==> src/common/psr_consts.svh <==
// Constants of the strap, checker and delay register bank.
// Assumes a 32-bit classic Wishbone slave; register index = byte address / 4.
`ifndef PSR_CONSTS_SVH
`define PSR_CONSTS_SVH

// Register indices
`define PSR_IDX_STRAP2   10'h06F
`define PSR_IDX_BYTECNT  10'h071
`define PSR_IDX_CHKCS    10'h072
`define PSR_IDX_SERCTL   10'h0D3
`define PSR_IDX_DELAY    10'h080
`define PSR_IDX_CHKCFG   10'h081
`define PSR_IDX_IRQSTS   10'h082
`define PSR_IDX_IRQMSK   10'h083

// Field positions
`define PSR_FAST_LINK_DETECT_STRAP_BIT 10
`define PSR_STRAP_TX_LSB  4
`define PSR_STRAP_RX_LSB  0
`define PSR_CS_PKT_OVF    10
`define PSR_CS_BYTE_OVF   9
`define PSR_CS_LOCK       0
`define PSR_CS_CLEAR      1
`define PSR_SER_SIX_BIT   14
`define PSR_DLY_TX_LSB    4
`define PSR_DLY_RX_LSB    0
`define PSR_CFG_MODE_BIT  0
`define PSR_IRQ_ERR       0
`define PSR_IRQ_BYTE_OVF  1
`define PSR_IRQ_PKT_OVF   2

// Reset values, step size and strap settle count
`define PSR_DLY_RST       4'h7
`define PSR_CNT_RST       16'h0000
`define PSR_DLY_STEP_PS   250
`define PSR_SETTLE_CYC    2'h2

`endif

==> src/common/psr_pkg.sv <==
// Types shared by the strap, checker and delay register bank.
// Constants live in psr_consts.svh.
package psr_pkg;

  // Classic Wishbone request from the master
  typedef struct packed {
    logic        cyc;
    logic        stb;
    logic        we;
    logic [11:0] adr;
    logic [3:0]  sel;
    logic [31:0] dat;
  } psr_wb_req_s;

  // Strap pins, also the layout of the latched copy
  typedef struct packed {
    logic       fast_link_detect;
    logic [2:0] tx;
    logic [2:0] rx;
  } psr_strap_s;

  // Whole state of the register bank
  typedef struct packed {
    psr_strap_s  strap_s1;
    psr_strap_s  strap_s2;
    psr_strap_s  strap_lat;
    logic        strap_done;
    logic [1:0]  settle;
    logic        ack;
    logic [15:0] rdat;
    logic [3:0]  tx_dly;
    logic [3:0]  rx_dly;
    logic        six_wire;
    logic        count_mode;
    logic [15:0] byte_snap;
    logic [7:0]  err_snap;
    logic        pkt_ovf;
    logic        byte_ovf;
    logic [2:0]  irq_sts;
    logic [2:0]  irq_msk;
  } psr_state_s;

endpackage

==> src/core/psr_regs.sv <==
// Strap status, checker counters, MAC clock delay and serial mode registers.
// Assumes a classic Wishbone master on i_clk and checker strobes on i_clk.
//
// The Wishbone interface to the registers was decided locally.
`timescale 1ns/100ps
`include "psr_consts.svh"
module psr_regs #(
  parameter int PKT_W = 16
) (
  input  wire logic                i_clk,             // 40 MHz core clock
  input  wire logic                i_resetn,          // Async reset, active low
  input  wire logic                i_ce,              // Clock enable, freezes all
  input  wire psr_pkg::psr_wb_req_s i_wb,             // Wishbone request
  output logic              [31:0] o_wb_dat,          // Wishbone read data
  output logic                     o_wb_ack,          // Wishbone ack
  input  wire psr_pkg::psr_strap_s i_strap,           // Strap pins, async
  input  wire logic                i_chk_byte,        // Checker byte seen
  input  wire logic                i_chk_err,         // Checker errored byte
  input  wire logic                i_chk_pkt,         // Checker packet seen
  output logic               [3:0] o_tx_delay_code,   // Transmit clock delay code
  output logic               [3:0] o_rx_delay_code,   // Receive clock delay code
  output logic                     o_six_wire_en,     // Differential clock to MAC
  output logic                     o_fast_link_detect, // Latched fast-link strap
  output logic                     o_irq              // Level interrupt
);
  import psr_pkg::*;

  psr_state_s  st_ff;
  psr_state_s  nxt_st;
  logic [9:0]  idx;
  logic        go;
  logic        wr_go;
  logic        rd_go;
  logic        lo_we;
  logic        hi_we;
  logic        lock_wr;
  logic        clr_wr;
  logic [15:0] rd_val;
  logic [15:0] byte_cnt;
  logic [7:0]  err_cnt;
  logic        byte_ovf_p;
  logic        err_ovf_p;
  logic        pkt_ovf_p;
  logic        wrap;

  // Bus decode; a new request only while no ack is out
  assign idx   = i_wb.adr[11:2];
  assign go    = i_wb.cyc & i_wb.stb & ~st_ff.ack;
  assign wr_go = go & i_wb.we;
  assign rd_go = go & ~i_wb.we;
  assign lo_we = wr_go & i_wb.sel[0];
  assign hi_we = wr_go & i_wb.sel[1];
  assign wrap  = st_ff.count_mode;

  // Writing bit 0 or bit 1 locks; bit 1 also clears
  assign lock_wr = lo_we && (idx == `PSR_IDX_CHKCS) &&
                   (i_wb.dat[`PSR_CS_LOCK] || i_wb.dat[`PSR_CS_CLEAR]);
  assign clr_wr  = lo_we && (idx == `PSR_IDX_CHKCS) &&
                   i_wb.dat[`PSR_CS_CLEAR];

  // Byte counter, live side of the snapshot
  psr_counter #(
    .W (16)
  ) u_byte_cnt (
    .i_clk    (i_clk),
    .i_resetn (i_resetn),
    .i_ce     (i_ce),
    .i_inc    (i_chk_byte),
    .i_clr    (clr_wr),
    .i_wrap   (wrap),
    .o_count  (byte_cnt),
    .o_ovf    (byte_ovf_p)
  );

  // Errored byte counter
  psr_counter #(
    .W (8)
  ) u_err_cnt (
    .i_clk    (i_clk),
    .i_resetn (i_resetn),
    .i_ce     (i_ce),
    .i_inc    (i_chk_err),
    .i_clr    (clr_wr),
    .i_wrap   (wrap),
    .o_count  (err_cnt),
    .o_ovf    (err_ovf_p)
  );

  // Packet counter, only its overflow is visible
  psr_counter #(
    .W (PKT_W)
  ) u_pkt_cnt (
    .i_clk    (i_clk),
    .i_resetn (i_resetn),
    .i_ce     (i_ce),
    .i_inc    (i_chk_pkt),
    .i_clr    (clr_wr),
    .i_wrap   (wrap),
    .o_count  (),
    .o_ovf    (pkt_ovf_p)
  );

  // Read mux; unmapped indices and reserved bits read zero
  always_comb begin
    rd_val = 16'h0000;
    unique case (idx)
      `PSR_IDX_STRAP2: begin
        rd_val[`PSR_FAST_LINK_DETECT_STRAP_BIT]                   = st_ff.strap_lat.fast_link_detect;
        rd_val[`PSR_STRAP_TX_LSB+2:`PSR_STRAP_TX_LSB] = st_ff.strap_lat.tx;
        rd_val[`PSR_STRAP_RX_LSB+2:`PSR_STRAP_RX_LSB] = st_ff.strap_lat.rx;
      end
      `PSR_IDX_BYTECNT: rd_val = st_ff.byte_snap;
      `PSR_IDX_CHKCS: begin
        rd_val[`PSR_CS_PKT_OVF]  = st_ff.pkt_ovf;
        rd_val[`PSR_CS_BYTE_OVF] = st_ff.byte_ovf;
        rd_val[7:0]              = st_ff.err_snap;
      end
      `PSR_IDX_SERCTL: rd_val[`PSR_SER_SIX_BIT] = st_ff.six_wire;
      `PSR_IDX_DELAY:  rd_val[7:0] = {st_ff.tx_dly, st_ff.rx_dly};
      `PSR_IDX_CHKCFG: rd_val[`PSR_CFG_MODE_BIT] = st_ff.count_mode;
      `PSR_IDX_IRQSTS: rd_val[2:0] = st_ff.irq_sts;
      `PSR_IDX_IRQMSK: rd_val[2:0] = st_ff.irq_msk;
      default:         rd_val = 16'h0000;
    endcase
  end

  // Next state of the whole bank
  always_comb begin
    nxt_st = st_ff;

    // Straps pass two flops, then are caught once after reset release
    nxt_st.strap_s1 = i_strap;
    nxt_st.strap_s2 = st_ff.strap_s1;
    if (!st_ff.strap_done) begin
      nxt_st.settle = st_ff.settle + 2'h1;
      if (st_ff.settle == `PSR_SETTLE_CYC) begin
        nxt_st.strap_lat  = st_ff.strap_s2;
        nxt_st.strap_done = 1'b1;
      end
    end

    // One-cycle ack after every request; read data held in a flop
    nxt_st.ack  = go;
    nxt_st.rdat = rd_go ? rd_val : 16'h0000;

    // Delay codes: step of PSR_DLY_STEP_PS per code, upper byte ignored
    if (lo_we && idx == `PSR_IDX_DELAY) begin
      nxt_st.tx_dly = i_wb.dat[`PSR_DLY_TX_LSB+3:`PSR_DLY_TX_LSB];
      nxt_st.rx_dly = i_wb.dat[`PSR_DLY_RX_LSB+3:`PSR_DLY_RX_LSB];
    end

    // Only bit 14 of the serial control is writable
    if (hi_we && idx == `PSR_IDX_SERCTL) begin
      nxt_st.six_wire = i_wb.dat[`PSR_SER_SIX_BIT];
    end

    // Count mode lives in a configuration register of its own
    if (lo_we && idx == `PSR_IDX_CHKCFG) begin
      nxt_st.count_mode = i_wb.dat[`PSR_CFG_MODE_BIT];
    end

    // Snapshot takes the counts before a same-edge clear
    if (lock_wr) begin
      nxt_st.byte_snap = byte_cnt;
      nxt_st.err_snap  = err_cnt;
    end

    // Overflow flags: set after the clear, but the counters drop any overflow on a clear edge
    if (clr_wr) begin
      nxt_st.pkt_ovf  = 1'b0;
      nxt_st.byte_ovf = 1'b0;
    end
    if (pkt_ovf_p) begin
      nxt_st.pkt_ovf = 1'b1;
    end
    if (byte_ovf_p) begin
      nxt_st.byte_ovf = 1'b1;
    end

    // Sticky interrupt status, write one to clear, set wins
    if (lo_we && idx == `PSR_IDX_IRQSTS) begin
      nxt_st.irq_sts = st_ff.irq_sts & ~i_wb.dat[2:0];
    end
    nxt_st.irq_sts[`PSR_IRQ_ERR]      = nxt_st.irq_sts[`PSR_IRQ_ERR] | i_chk_err;
    nxt_st.irq_sts[`PSR_IRQ_BYTE_OVF] = nxt_st.irq_sts[`PSR_IRQ_BYTE_OVF] | byte_ovf_p;
    nxt_st.irq_sts[`PSR_IRQ_PKT_OVF]  = nxt_st.irq_sts[`PSR_IRQ_PKT_OVF] | pkt_ovf_p;
    if (lo_we && idx == `PSR_IDX_IRQMSK) begin
      nxt_st.irq_msk = i_wb.dat[2:0];
    end
  end

  // State register; delay codes come out of reset at 1.75 ns
  always_ff @(posedge i_clk or negedge i_resetn) begin
    if (!i_resetn) begin
      st_ff        <= '0;
      st_ff.tx_dly <= `PSR_DLY_RST;
      st_ff.rx_dly <= `PSR_DLY_RST;
    end else if (i_ce) begin
      st_ff <= nxt_st;
    end
  end

  // Outputs, all straight from flops except the interrupt level
  assign o_wb_dat           = {16'h0000, st_ff.rdat};
  assign o_wb_ack           = st_ff.ack;
  assign o_tx_delay_code    = st_ff.tx_dly;
  assign o_rx_delay_code    = st_ff.rx_dly;
  assign o_six_wire_en      = st_ff.six_wire;
  assign o_fast_link_detect = st_ff.strap_lat.fast_link_detect;
  assign o_irq              = |(st_ff.irq_sts & st_ff.irq_msk);
endmodule

==> src/core/psr_counter.sv <==
// Checker event counter, saturating or wrapping.
// Assumes increment and clear come from logic on the same clock.
`timescale 1ns/100ps
module psr_counter #(
  parameter int W = 16
) (
  input  wire logic         i_clk,    // Core clock
  input  wire logic         i_resetn, // Async reset, active low
  input  wire logic         i_ce,     // Clock enable
  input  wire logic         i_inc,    // Count one event
  input  wire logic         i_clr,    // Clear to zero
  input  wire logic         i_wrap,   // 1 wrap, 0 saturate
  output logic      [W-1:0] o_count,  // Current count
  output logic              o_ovf     // Overflow pulse
);
  typedef struct packed {
    logic [W-1:0] cnt;
  } psr_cnt_s;

  psr_cnt_s cnt_ff;
  psr_cnt_s nxt_cnt;

  // Clear beats a same-cycle event: the clear is the snapshot point
  always_comb begin
    nxt_cnt = cnt_ff;
    o_ovf   = 1'b0;
    if (i_clr) begin
      nxt_cnt.cnt = '0;
    end else if (i_inc) begin
      if (&cnt_ff.cnt) begin
        o_ovf = i_ce;
        if (i_wrap) begin
          nxt_cnt.cnt = '0;
        end
      end else begin
        nxt_cnt.cnt = cnt_ff.cnt + {{(W-1){1'b0}}, 1'b1};
      end
    end
  end

  // State register
  always_ff @(posedge i_clk or negedge i_resetn) begin
    if (!i_resetn) begin
      cnt_ff <= '0;
    end else if (i_ce) begin
      cnt_ff <= nxt_cnt;
    end
  end

  assign o_count = cnt_ff.cnt;
endmodule

==> config.mk <==
export PLATFORM = sky130hd
export DESIGN_NAME = psr_regs
export DESIGN_NICKNAME = d
export VERILOG_FILES = /design/src/common/psr_pkg.sv /design/src/core/psr_regs.sv /design/src/core/psr_counter.sv
export VERILOG_INCLUDE_DIRS = /design/src /design/src/common
export SDC_FILE = /design/constraint.sdc
export NUM_CORES = 1
export LEC_CHECK = 0
export ABC_AREA = 1
export BUFFER_PORTS_ARGS = -buffer_cell sky130_fd_sc_hd__buf_2
export CAP_MARGIN = 20
export CORE_MARGIN = 3
export CORE_UTILIZATION = 45
export CTS_CLUSTER_SIZE = 40
export DETAILED_ROUTE_END_ITERATION = 8
export PLACE_DENSITY_LB_ADDON = 0.25
export SLEW_MARGIN = 10
export SYNTH_ARGS = -nofsm -noshare
export SYNTH_HDL_FRONTEND = slang
export SYNTH_SLANG_ARGS = --single-unit
==> constraint.sdc <==
create_clock -name i_clk -period 1.7 [get_ports i_clk]
set_input_delay 0.17 -clock i_clk [delete_from_list [all_inputs] [get_ports i_clk]]
set_output_delay 0.17 -clock i_clk [all_outputs]
set_load 0.02 [all_outputs]
==> metrics.log <==
INFO  metric n_antenna_cell = 0
INFO  metric yosys_warnings = 0
INFO  metric worstPathRequired = 2.01 ns
INFO  metric mappedNetlistArea = 0.00700 sq mm
INFO  metric commonest_cells_after_routing_fill_and_taps_aside = 323 x nand2_1, 117 x dfrtp_1, 96 x nand3_1, 89 x inv_1, 88 x nor2_1
INFO  metric outcome = completed
INFO  metric drt-wirelength-per-cell = approximately 13 um
INFO  metric total_wirelength = 16.7 mm
INFO  metric rows = 44
INFO  metric fin_worst_skew = 0.00662 ns
INFO  metric slew_headroom = 61.8%
INFO  metric critPathMaxStageDelay = 0.37 ns
INFO  metric p_clk_share = 44.1%
INFO  metric detailedRoute.firstPassIterationCount = 5
INFO  metric hold_path_class = in -> reg
INFO  metric crit_arrival = 1.96 ns
INFO  metric dpl_hpwl = 12.2 mm
INFO  metric power_switching = 2.22 mW
INFO  metric boundaryPins = 108
INFO  metric ant_nets = 0
INFO  metric die_height = approximately 130 um
INFO  metric design_area = 0.00860 sq mm
INFO  metric global_route.overflow_total = 0
INFO  metric floorplan.initialDensity = 47.1%
INFO  metric worstReg2RegEnd = u_pkt_cnt.o_count[8]
INFO  metric area_of_the_die = 0.0171 sq mm
INFO  metric startpoint_type = flip-flop
INFO  metric timing_worst_slew_pin_value = ~0.57 ns
INFO  metric postLayoutCoreUtil = 57.9%
INFO  metric crit_top_cell = nor2_4
INFO  metric p_leak = 4.55 nW
INFO  metric critical-path-top-delay-family = simple AND/OR/NAND/NOR gates
INFO  metric synth_area_leaders = dfrtp_1 42%, nand2_1 18%, nand3_1 6.9%
INFO  metric maxCapViolCount = 0
INFO  metric comb_power_share = 14.7%
INFO  metric path_depth = 11
INFO  metric ir_drop = 805 uV
INFO  metric synth_ff_type = dfrtp_1
INFO  metric remaining_drc_errors = 0
INFO  metric critPathMaxFanout = 5
INFO  metric port_buffers = 64
INFO  metric hold_ws = 0.0183 ns
INFO  metric cts_root_buffer = clkbuf_16
INFO  metric synthArstFlopShare = 100%
INFO  metric synth_cell_types = 39
INFO  metric post_route_cells_drive_above_1_share = 21.0%
INFO  metric dp_slack = -0.0468 ns
INFO  metric crit_slowest_cell = dfrtp_1
INFO  metric post_drt_via_cell_ratio = a little under 5
INFO  metric fillers = 1364
INFO  metric count_of_final_max_slew_check_failures = 0
INFO  metric synthDominantAreaCellType = dfrtp_1
INFO  metric yosys.area.top_type_share = 41.8%
INFO  metric cts-buffers-inserted = 17
INFO  metric min-delay-start = i_wb[14]
INFO  metric crit_path_cell_trace = ha_2, nand2_2, nor2_4, nand2_2, nor2_4, nand3_4, nor2_4, nor2_4, clkbuf_16, nand2_2, nand2_1
INFO  metric final_net_count = 1130
INFO  metric number_of_antenna_violations_at_the_first_check_in_global_routing = 0
INFO  metric synthToLayoutAreaGrowth = 22.9%
INFO  metric width_of_the_chip = 131 um
INFO  metric swShare = around a quarter
INFO  metric timing.final.crit_share = 97.6%
INFO  metric ctsHtreeMaxLevel = 4
INFO  metric power_frac_seq = 41.2%
INFO  metric cell_internal_pwr = 6.11 mW
INFO  metric r2r-start = u_pkt_cnt.o_count[1]
INFO  metric rrSetupSlack = 0.04 ns
INFO  metric global_route.usage.total = 20.5%
INFO  metric via_count = ~6200
INFO  metric timing.final.crit_period = approximately 1.7 ns
INFO  metric leading_cell_type_in_the_layout_fill_and_taps_excluded = nand2_1
INFO  metric placed_area = 0.00769 sq mm
INFO  metric final-hold-violation-count = 0
INFO  metric grt_setup_unrepaired = true
INFO  metric syn-mean-instance-area = 7.37 sq um
INFO  metric grt_max_degree = 41
INFO  metric routabilityCongestion = 0.912
INFO  metric finish.cell_count_without_fillers = 1259
INFO  metric fin_tns_setup = 0 ns
INFO  metric clk-insertion-delay-late = 0.42 ns
INFO  metric type_of_element_capturing_the_critical_path = flip-flop
INFO  metric tritoncts_clock_tree = yes
INFO  metric number_of_cells_on_the_worst_reg_to_reg_path = 11
INFO  metric worst-setup-path-type = reg -> reg
INFO  metric via_count_of_the_first_global_routing_pass = 5623
INFO  metric place.detailed.instances = around 1200
INFO  metric cts-root-to-sink-buffers = 2
INFO  metric report.final.setup_viol = 0
INFO  metric synth.ff_latch_count = 123
INFO  metric max_clock_freq = 0.603 GHz
INFO  metric worstHoldPathCells = 3
INFO  metric coreArea = 0.0149 sq mm
INFO  metric final_critical_path_setup_slack = roughly 0.041 ns
INFO  metric cellPowerDensity = 969 mW/mm^2
INFO  metric synth_enable_flop_cells = 0
INFO  metric cells_after_synth = 950
INFO  metric totalPowerFinal = roughly 8.3 mW
INFO  metric synth.yosys.seq_area_share = 44.1%
INFO  metric grt_pass1_wl = 27.3 mm
INFO  metric detailedRoute.firstIterationViolations = between 400 and 500
INFO  metric cts.reportedPaths.clkPinSlew = 0.05 ns
INFO  metric holdPathEnd = o_six_wire_en
INFO  metric tritoncts_num_sinks = 123
INFO  metric crit_buf_inv = 1
-- area by class of cell --
cell class | count | area (sq um) | area share, %
Clock inverter | 12 | 146 | 1.70
Timing Repair Buffer | 141 | 1070 | 12.4
Multi-Input combinational cell | 682 | 3250 | 37.8
Clock buffer | 20 | 457 | 5.31
Sequential cell | 123 | 3090 | 35.9
Tap cell | 184 | 230 | 2.68
Inverter | 97 | 364 | 4.23
-- tightest hold or removal path, cell delays in order --
cell and delay, ns:
buf_2 0.08, nor2_1 0.03, a21oi_1 0.11
-- synthesized netlist by cell type, types with 2 or more instances --
| master | count |
|---|---|
| nand3_2 | 2 |
| nor3_1 | 6 |
| a31oi_1 | 2 |
| clkbuf_1 | 7 |
| o21bai_1 | 2 |
| nor2_2 | 7 |
| nand3b_1 | 3 |
| nand3_1 | 97 |
| nand2_2 | 17 |
| o21ai_2 | 5 |
| buf_4 | 42 |
| ha_1 | 4 |
| dfrtp_1 | 117 |
| o21ai_1 | 19 |
| a21oi_1 | 6 |
| buf_6 | 4 |
| nor2_1 | 90 |
| nor2_4 | 4 |
| nand2_4 | 5 |
| nand2_1 | 327 |
| xor2_1 | 12 |
| inv_2 | 7 |
| inv_1 | 89 |
| nand4_1 | 9 |
| dfstp_2 | 6 |
| o21ai_0 | 38 |
| xnor2_1 | 4 |
| buf_2 | 8 |
-- how the worst max path moves through the flow --
stage                             to                 start  slack, ns
6_report        u_pkt_cnt.o_count[8]  u_pkt_cnt.o_count[1]       0.04
5_1_grt         u_pkt_cnt.o_count[3]  u_pkt_cnt.o_count[1]      -0.05
4_1_cts         u_pkt_cnt.o_count[9]  u_pkt_cnt.o_count[1]      0.003
3_5_place_dp   u_pkt_cnt.o_count[14]              o_wb_ack      -0.05
3_3_place_gp   u_pkt_cnt.o_count[14]              o_wb_ack      0.003
2_1_floorplan   u_pkt_cnt.o_count[2]  u_pkt_cnt.o_count[0]       0.08
-- what timing repair did --
| action | CTS | global route |
|---|---|---|
| pin swaps | 1 | 6 |
| endpoints found under the setup margin | 14 | 52 |
| gates cloned | 0 | 1 |
| hold buffers | 13 | 0 |
| resized for setup | 1 | 22 |
| hold endpoints to repair | 41 | 0 |
| setup buffers | 3 | 3 |
-- power groups by stage --
| stage | combinational [mW] | sequential, mW | clock (mW) |
|---|---|---|---|
| after floorplan | 0.717 | 3.48 | 0 |
| after global placement | 1.12 | 3.47 | 0 |
| after detailed placement | 1.15 | 3.47 | 0 |
| after CTS | 1.19 | 3.43 | 3.73 |
| after global routing | 1.40 | 3.47 | 3.88 |
| final | 1.22 | 3.43 | 3.68 |
-- sequential cells by signal (all words and copies together) (netlist names) --
register            count
wrap                    1
nxt_st                  7
o_six_wire_en           1
o_wb_ack                1
u_pkt_cnt.o_count      16
u_byte_cnt.o_count     16
u_err_cnt.o_count       8
o_rx_delay_code         4
o_wb_dat               16
o_fast_link_detect      1
o_tx_delay_code         4
st_ff                  48
-- per-layer routing --
layer / wire length (um) / global-route usage (%)
met4: 493 / 9.32
met3: 699 / 4.35
met1: 7690 / 27.5
met5: 0 / 0
met2: 7840 / 32.0
-- cell families (layout without fill, tap and decap cells) --
group / count (synthesis) / after routing / synth area share (%)
compound gates: 74 / 74 / 5.74
xor+xnor: 16 / 16 / 2.00
fa+ha+maj: 4 / 4 / 0.715
buf+inv: 160 / 270 / 11.6
flops: 123 / 123 / 44.1
other cells: 1 / 16 / 0.0536
simple gates: 572 / 572 / 35.8
Note: power is estimated with default switching activity, not from simulation.
